File: src/verilog/trg_pkg.sv
// Purpose: shared constants and types of the timed register write guard
// Assumes: registers are word indexed; byte address is four times index
// Notes:   index values equal the special-function or extended address
`default_nettype none

package trg_pkg;

  // register indices on the bus
  localparam logic [15:0] IDX_SINGLE_KEY   = 16'h00C7;
  localparam logic [15:0] IDX_WINDOW_KEY   = 16'h00C9;
  localparam logic [15:0] IDX_WDOG_CTRL    = 16'h00D8;
  localparam logic [15:0] IDX_XRAM_BASE    = 16'h00C6;
  localparam logic [15:0] IDX_ADDR_CONFIG  = 16'h009D;
  localparam logic [15:0] IDX_CLOCK_SELECT = 16'h008F;
  localparam logic [15:0] IDX_WAKE_MASK    = 16'h009F;

  // extended trim and configuration registers behind the window key
  localparam int          TRIM_N = 13;
  localparam logic [15:0] IDX_TRIM [TRIM_N] = '{
    16'hA000, 16'hA001, 16'hA002, 16'hA007, 16'hA010, 16'hA011, 16'hA016,
    16'hA025, 16'hA026, 16'hA013, 16'hA014, 16'hA0E1, 16'hA0EF
  };

  // unlock sequence bytes
  localparam logic [7:0] KEY_FIRST = 8'hAA;
  localparam logic [7:0] KEY_SECOND = 8'h55;
  localparam logic [7:0] KEY_CLOSE = 8'h00;

  // status bit position in both key registers
  localparam int STAT_BIT = 0;

  // reset values of guarded registers
  localparam logic [7:0] RST_WDOG_CTRL    = 8'h00;
  localparam logic [7:0] RST_XRAM_BASE    = 8'h00;
  localparam logic [7:0] RST_ADDR_CONFIG  = 8'h00;
  localparam logic [7:0] RST_CLOCK_SELECT = 8'h0C;
  localparam logic [7:0] RST_WAKE_MASK    = 8'hFF;
  localparam logic [7:0] RST_TRIM         = 8'h00;

  // write window length in system clock periods
  localparam int WINDOW_CYCLES = 256;

  typedef enum logic [1:0] {
    TRG_SK_LOCKED = 2'b00,
    TRG_SK_GOT_AA = 2'b01,
    TRG_SK_OPEN   = 2'b10
  } trg_sk_e;

  typedef struct packed {
    logic [7:0] wdog_ctrl;
    logic [7:0] xram_base;
    logic [7:0] addr_config;
    logic [7:0] clock_select;
    logic [7:0] wake_mask;
  } trg_prot_s;

endpackage

`default_nettype wire

File: src/verilog/trg_window_timer.sv
// Purpose: write window countdown for the window key
// Assumes: reload and close are one-cycle pulses, never together
// Notes:   count freezes with the clock, so a stopped clock holds the window
`default_nettype none

module trg_window_timer #(
  parameter int CYCLES = trg_pkg::WINDOW_CYCLES
) (
  input  wire logic clk_sys_i,
  input  wire logic rst_i,
  input  wire logic reload_i,
  input  wire logic close_i,
  output logic      open_o
);

  localparam int CW = $clog2(CYCLES + 1);
  localparam logic [CW-1:0] FULL = CW'(CYCLES);
  localparam logic [CW-1:0] ONE  = CW'(1);

  logic [CW-1:0] cnt_q;

  always_ff @(posedge clk_sys_i) begin
    if (rst_i) begin
      cnt_q  <= '0;
      open_o <= 1'b0;
    end else if (close_i) begin
      cnt_q  <= '0;
      open_o <= 1'b0;
    end else if (reload_i) begin
      cnt_q  <= FULL;
      open_o <= 1'b1;
    end else if (open_o) begin
      cnt_q  <= cnt_q - ONE;
      open_o <= (cnt_q != ONE);
    end
  end
endmodule

`default_nettype wire

File: src/verilog/trg_guard.sv
// Purpose: timed write guard for critical registers, Avalon-MM slave
// Assumes: word-addressed slave, index equals the register's printed offset
// Notes:   one wait state per access; read data is captured on the wait edge, other effects land on the accept edge, the single key flag one edge later
//
// The implementer's own choice: the Avalon-MM register port.
`default_nettype none

module trg_guard #(
  parameter int WINDOW_CYCLES = trg_pkg::WINDOW_CYCLES
) (
  input  wire logic                          clk_sys_i,
  input  wire logic                          rst_i,
  input  wire logic [15:0]                   avs_address_i,
  input  wire logic                          avs_read_i,
  input  wire logic                          avs_write_i,
  input  wire logic [31:0]                   avs_writedata_i,
  input  wire logic [3:0]                    avs_byteenable_i,
  output logic      [31:0]                   avs_readdata_o,
  output logic                               avs_waitrequest_o,
  output trg_pkg::trg_prot_s                 prot_regs_o,
  output logic      [trg_pkg::TRIM_N-1:0][7:0] trim_regs_o,
  output logic                               single_key_unlocked_flag_o,
  output logic                               window_open_flag_o
);

  // trim slot lookup: bit 4 valid, bits 3:0 slot
  function automatic logic [4:0] trim_slot(input logic [15:0] idx);
    logic [4:0] r;
    r = 5'h00;
    for (int i = 0; i < trg_pkg::TRIM_N; i++) begin
      if (idx == trg_pkg::IDX_TRIM[i]) begin
        r = {1'b1, 4'(i)};
      end
    end
    return r;
  endfunction

  function automatic logic single_guarded(input logic [15:0] idx);
    return idx == trg_pkg::IDX_WDOG_CTRL ||
           idx == trg_pkg::IDX_XRAM_BASE ||
           idx == trg_pkg::IDX_ADDR_CONFIG;
  endfunction

  function automatic logic window_guarded(input logic [15:0] idx);
    logic [4:0] s;
    s = trim_slot(idx);
    return idx == trg_pkg::IDX_CLOCK_SELECT ||
           idx == trg_pkg::IDX_WAKE_MASK ||
           s[4];
  endfunction

  trg_pkg::trg_sk_e sk_q;
  logic             wk_seq_q;
  logic             req;
  logic             commit;
  logic             wr_c;
  logic             rd_c;
  logic [7:0]       wdat;
  logic [4:0]       slot;
  logic             sk_hit;
  logic             wk_hit;
  logic             wk_reload;
  logic             wk_close;
  logic             sk_ok;
  logic             wk_ok;
  logic [7:0]       rd_mux;

  assign req    = avs_read_i | avs_write_i;
  assign commit = req & ~avs_waitrequest_o;
  assign wr_c   = commit & avs_write_i & avs_byteenable_i[0];
  assign rd_c   = commit & avs_read_i;
  assign wdat   = avs_writedata_i[7:0];
  assign slot   = trim_slot(avs_address_i);
  assign sk_hit = avs_address_i == trg_pkg::IDX_SINGLE_KEY;
  assign wk_hit = avs_address_i == trg_pkg::IDX_WINDOW_KEY;
  assign sk_ok  = sk_q == trg_pkg::TRG_SK_OPEN;
  assign wk_ok  = window_open_flag_o;

  assign wk_reload = wr_c & wk_hit & wk_seq_q
                     & (wdat == trg_pkg::KEY_SECOND);
  assign wk_close  = wr_c & wk_hit & (wdat == trg_pkg::KEY_CLOSE);

  // bus handshake: one wait cycle, then accept
  always_ff @(posedge clk_sys_i) begin
    if (rst_i) begin
      avs_waitrequest_o <= 1'b1;
    end else begin
      avs_waitrequest_o <= !(req && avs_waitrequest_o);
    end
  end

  // single key ticket, no timeout
  always_ff @(posedge clk_sys_i) begin
    if (rst_i) begin
      sk_q <= trg_pkg::TRG_SK_LOCKED;
    end else if (commit && sk_hit) begin
      if (sk_ok) begin
        sk_q <= trg_pkg::TRG_SK_LOCKED;
      end else if (wr_c) begin
        case (sk_q)
          trg_pkg::TRG_SK_GOT_AA: begin
            if (wdat == trg_pkg::KEY_SECOND) begin
              sk_q <= trg_pkg::TRG_SK_OPEN;
            end else if (wdat == trg_pkg::KEY_FIRST) begin
              sk_q <= trg_pkg::TRG_SK_GOT_AA;
            end else begin
              sk_q <= trg_pkg::TRG_SK_LOCKED;
            end
          end
          default: begin
            sk_q <= (wdat == trg_pkg::KEY_FIRST) ? trg_pkg::TRG_SK_GOT_AA
                                                 : trg_pkg::TRG_SK_LOCKED;
          end
        endcase
      end
    end else if (wr_c && single_guarded(avs_address_i) && sk_ok) begin
      sk_q <= trg_pkg::TRG_SK_LOCKED;
    end
  end

  always_ff @(posedge clk_sys_i) begin
    if (rst_i) begin
      single_key_unlocked_flag_o <= 1'b0;
    end else begin
      single_key_unlocked_flag_o <= sk_q == trg_pkg::TRG_SK_OPEN;
    end
  end

  // window key sequence tracking
  always_ff @(posedge clk_sys_i) begin
    if (rst_i) begin
      wk_seq_q <= 1'b0;
    end else if (wr_c && wk_hit) begin
      wk_seq_q <= wdat == trg_pkg::KEY_FIRST;
    end
  end

  // count runs on the cpu clock only, so it freezes with it
  trg_window_timer #(
    .CYCLES (WINDOW_CYCLES)
  ) u_timer (
    .clk_sys_i (clk_sys_i),
    .rst_i     (rst_i),
    .reload_i  (wk_reload),
    .close_i   (wk_close),
    .open_o    (window_open_flag_o)
  );

  // guarded registers; writes without permission leave them unchanged
  always_ff @(posedge clk_sys_i) begin
    if (rst_i) begin
      prot_regs_o.wdog_ctrl    <= trg_pkg::RST_WDOG_CTRL;
      prot_regs_o.xram_base    <= trg_pkg::RST_XRAM_BASE;
      prot_regs_o.addr_config  <= trg_pkg::RST_ADDR_CONFIG;
      prot_regs_o.clock_select <= trg_pkg::RST_CLOCK_SELECT;
      prot_regs_o.wake_mask    <= trg_pkg::RST_WAKE_MASK;
    end else if (wr_c && sk_ok) begin
      case (avs_address_i)
        trg_pkg::IDX_WDOG_CTRL:   prot_regs_o.wdog_ctrl   <= wdat;
        trg_pkg::IDX_XRAM_BASE:   prot_regs_o.xram_base   <= wdat;
        trg_pkg::IDX_ADDR_CONFIG: prot_regs_o.addr_config <= wdat;
        default: ;
      endcase
      if (wk_ok && avs_address_i == trg_pkg::IDX_CLOCK_SELECT) begin
        prot_regs_o.clock_select <= wdat;
      end
      if (wk_ok && avs_address_i == trg_pkg::IDX_WAKE_MASK) begin
        prot_regs_o.wake_mask <= wdat;
      end
    end else if (wr_c && wk_ok) begin
      case (avs_address_i)
        trg_pkg::IDX_CLOCK_SELECT: prot_regs_o.clock_select <= wdat;
        trg_pkg::IDX_WAKE_MASK:    prot_regs_o.wake_mask    <= wdat;
        default: ;
      endcase
    end
  end

  always_ff @(posedge clk_sys_i) begin
    if (rst_i) begin
      for (int i = 0; i < trg_pkg::TRIM_N; i++) begin
        trim_regs_o[i] <= trg_pkg::RST_TRIM;
      end
    end else if (wr_c && wk_ok && slot[4]) begin
      trim_regs_o[slot[3:0]] <= wdat;
    end
  end

  // read data, captured in the wait cycle
  always_comb begin
    rd_mux = 8'h00;
    case (avs_address_i)
      trg_pkg::IDX_SINGLE_KEY:   rd_mux[trg_pkg::STAT_BIT] = sk_ok;
      trg_pkg::IDX_WINDOW_KEY:   rd_mux[trg_pkg::STAT_BIT] = wk_ok;
      trg_pkg::IDX_WDOG_CTRL:    rd_mux = prot_regs_o.wdog_ctrl;
      trg_pkg::IDX_XRAM_BASE:    rd_mux = prot_regs_o.xram_base;
      trg_pkg::IDX_ADDR_CONFIG:  rd_mux = prot_regs_o.addr_config;
      trg_pkg::IDX_CLOCK_SELECT: rd_mux = prot_regs_o.clock_select;
      trg_pkg::IDX_WAKE_MASK:    rd_mux = prot_regs_o.wake_mask;
      default: begin
        if (slot[4]) begin
          rd_mux = trim_regs_o[slot[3:0]];
        end
      end
    endcase
  end

  always_ff @(posedge clk_sys_i) begin
    if (rst_i) begin
      avs_readdata_o <= 32'h0000_0000;
    end else if (avs_read_i && avs_waitrequest_o) begin
      avs_readdata_o <= {24'h00_0000, rd_mux};
    end
  end
endmodule

`default_nettype wire

File: config.mk
export PLATFORM = sky130hd
export DESIGN_NAME = trg_guard
export DESIGN_NICKNAME = d
export VERILOG_FILES = /design/src/verilog/trg_pkg.sv /design/src/verilog/trg_window_timer.sv /design/src/verilog/trg_guard.sv
export SDC_FILE = /design/constraint.sdc
export NUM_CORES = 1
export LEC_CHECK = 0
export ABC_CLOCK_PERIOD_IN_PS = 3180
export BUFFER_PORTS_ARGS = -buffer_cell sky130_fd_sc_hd__buf_2
export CORE_UTILIZATION = 52
export CTS_CLUSTER_SIZE = 16
export DETAILED_ROUTE_END_ITERATION = 6
export PLACE_DENSITY = 0.8
export SLEW_MARGIN = 25
export SYNTH_ARGS = -nofsm -noshare
export SYNTH_HDL_FRONTEND = slang
export SYNTH_SLANG_ARGS = --single-unit
File: constraint.sdc
create_clock -name clk_sys_i -period 3.18 [get_ports clk_sys_i]
set_clock_uncertainty 0.1 [all_clocks]
set_input_delay 0.159 -clock clk_sys_i [delete_from_list [all_inputs] [get_ports clk_sys_i]]
set_output_delay 0.159 -clock clk_sys_i [all_outputs]
set_load 0.005 [all_outputs]
==> impl_metrics.yaml <==
outcome:
  status: "complete, but fails checks"
  violations: "design-rule violations"
placed_design:
  hpwl_um: 18700
  place.gp.congestion: 0.961
  io_buffers: 183
  placed_cell_area_mm2: 0.00914
synthesis:
  yosys.area_share.simple: 0.256
  synth_cell_types: 74
  synth_top_family_by_area: "simple AND/OR/NAND/NOR gates"
  synth-seq-cells: 167
  synthTopCellsByArea: "dfxtp_1 (41%), nand2_1 (11%), mux2i_1 (9.7%), a21oi_1 (7.1%), nor2_1 (3.5%)"
  postSynthCellCount: 997
  yosysSeqAreaShare: 0.409
  synthMuxAreaShare: 0.109
  async_reset_ff_frac: 0
  yosysTopAreaCellShare: 0.409
  synth_area_mm2: 0.00818
  avgSynthCellArea_um2: 8.21
  synth_compound_area_frac: 0.150
  synth_edf_count: 0
  synthAdderAreaFrac: 0.00306
  yosys_warnings: 0
  synth_ff_type: "dfxtp_1"
  yosys.area.top_type: "dfxtp_1"
  synthXorXnorAreaFrac: 0.00963
route:
  post_drt_wl_per_cell_um: 19.4
  dr.pass1.iters: 7
  drt_iter0_drc: 685
  drtAntennaViolNets: 0
  routed_wl_um: 26800
  via_count: 8129
  remaining_drc_errors: 3
  post_drt_via_cell_ratio: 5.88
cells_and_area:
  regArea_mm2: 0.00334
  nets: 1217
  layout-drive-gt1-share: 0.226
  syn2layout_area_growth_pct: 19.9
  nFillCells: 1314
  antenna_cells: 0
  final_util: 0.643
  multi_input_area_mm2: 0.00442
  final_cell_mix: "nand2_1 (248), buf_2 (182), dfxtp_1 (167)"
  final_common_cell: "nand2_1"
  final_area_mm2: 0.00982
floorplan:
  fp.dieArea_mm2: 0.0162
  rows: 45
  die_w_um: 127
  pin_count: 235
  initial_utilization: 0.536
  die_height_um: 127
  core_mm2: 0.0153
power_and_ir_drop:
  ir_drop_mv: 0.420
  powerDensity_mw_per_mm2: 473
  total_leakage_power_nw: 3.85
clocking:
  cts_setup_buffers: 0
  hold_buffers: 2
  root_buffer: "clkbuf_16"
  cts_sinks: 167
  post_cts_resized: 0
  cts_max_level: 4
  clkTransAtPathRegs_ns: 0.07
  clockBufferDepth: 2
  cts_buffers: 17
  clk_latency_ns: 0.44
  cts_tree: "built"
global_routing:
  grt_pass1_vias: 7288
  antenna_found_initial: 0
  grt_pass1_wl_um: 40800
  grt_util_all_layers: 0.329
  globalRouteOverflowTotal: 0
  grt_max_degree: 77
sta:
  fmax_mhz: 369
  setup_viol: 0
  tns_ns: 0
  tightest_slew_ns: 0.840
  relSlewSlack: 0.436
  min_period_ns: 2.71
  rsz0062_at_grt: "false"
  slew_viol_final: 0
  min_period_over_period: 0.853
  hold_viol: 0
worst_setup_path:
  cpPeakStageDelay_ns: 0.61
  cp_max_fo: 11
  cp-end-kind: "flop"
  arrival_ns: 2.90
  critPathRequiredTime_ns: 3.37
  start_kind: "input pin"
  path_cells: "buf_2 -> nor4_4 -> nand3_4 -> nor4_2 -> buf_4 -> nor3_1 -> nor2_1 -> nand2_1 -> nand2_1 -> a21oi_1"
  worstSetupPathType: "input pin to flop"
  cp_slowest_cell: "nor2_1"
  reg2reg_depth: 6
  crit_top_cell: "nand2_1"
  rrSetupSlack_ns: 0.83
worst_hold_path:
  hp-class: "input pin to flop"
  hold_depth: 3
flow_run:
  drv_cap: 0
==> metal layers <==
layer / routed length, um / global-route usage / up-vias
li1: - / - / 3745
met1: 11400 / 0.436 / 3854
met2: 12200 / 0.515 / 450
met3: 2260 / 0.0695 / 80
met4: 989 / 0.151 / 0
met5: 0 / 0 / -
==> stage by stage <==
step | instances | hold slack [ns] | power, mW | setup WS, ns
floorplan | 1020 | 0.175 | 2.30 | 0.772
global placement | 1349 | 0.310 | 2.36 | 0.142
detailed placement | 1349 | 0.306 | 2.36 | 0.0901
CTS | 1383 | 0.0864 | 4.64 | 0.541
global route | 1383 | 0.116 | 4.76 | 0.315
finish | 1383 | 0.101 | 4.64 | 0.468
==> layout make-up <==
| cell class | instances | share of cell area |
|---|---|---|
| flip-flops and latches | 167 | 0.341 |
| clock inverters | 11 | 0.0199 |
| well taps | 211 | 0.0269 |
| multi-input cells | 760 | 0.450 |
| clock buffers | 21 | 0.0469 |
| repair buffers | 206 | 0.113 |
| inverters | 7 | 0.00268 |
==> worst paths after layout <==
path	startpoint	endpoint
worst max-delay path	avs_address_i[9]	trim_regs_o[18]
worst min-delay path	avs_writedata_i[2]	prot_regs_o[34]
worst max register to register	avs_waitrequest_o	trim_regs_o[76]
worst min register to register	trim_regs_o[0]	trim_regs_o[0]
==> report_power, final <==
group / internal (mW) / switching [mW]
Clock: 1.44 / 0.884
Combinational: 0.0539 / 0.160
Sequential: 2.10 / 0.00842
Total: 3.59 / 1.05
==> synthesized netlist by cell type, drive strengths merged (3+ instances only) <==
cell type	count
nand3	27
nand2b	4
nand4	8
a2111o	3
mux2i	79
a22oi	3
a21oi	119
xor2	3
dfxtp	167
mux2	9
nor4b	4
or3	9
a222oi	7
and3	6
o31ai	3
buf	47
a22o	4
nor2b	5
a211o	6
a211oi	7
nor3	14
nor2	77
inv	6
a221oi	6
clkbuf	39
or4	5
nor4	13
o22ai	8
xnor2	6
nand2	249
o21ai	11
and2	11
==> state kept, by name, summed over array words and instances (netlist names) <==
register / flops
trim_regs_o: 104
wk_seq_q: 1
u_timer.open_o: 1
prot_regs_o: 40
avs_waitrequest_o: 1
single_key_unlocked_flag_o: 1
sk_q: 2
u_timer.cnt_q: 9
avs_readdata_o: 8
==> logic make-up (layout without fill, tap and decap cells) <==
kind of cell	after synthesis	in the layout
flip-flops	167	167
multiplexers	88	88
buffers and inverters	93	245
AO/OA/AOI/OAI	195	195
XOR/XNOR	9	9
adder cells (fa/ha/maj)	2	2
AND/OR/NAND/NOR	442	442
other	1	24
==> worst max-delay path, delay by kind of cell <==
kind	cells	cell delay, ns
simple gates	7	2.33
compound gates	1	0.07
buf+inv	2	0.34
Power figures use the tool's default switching activity.
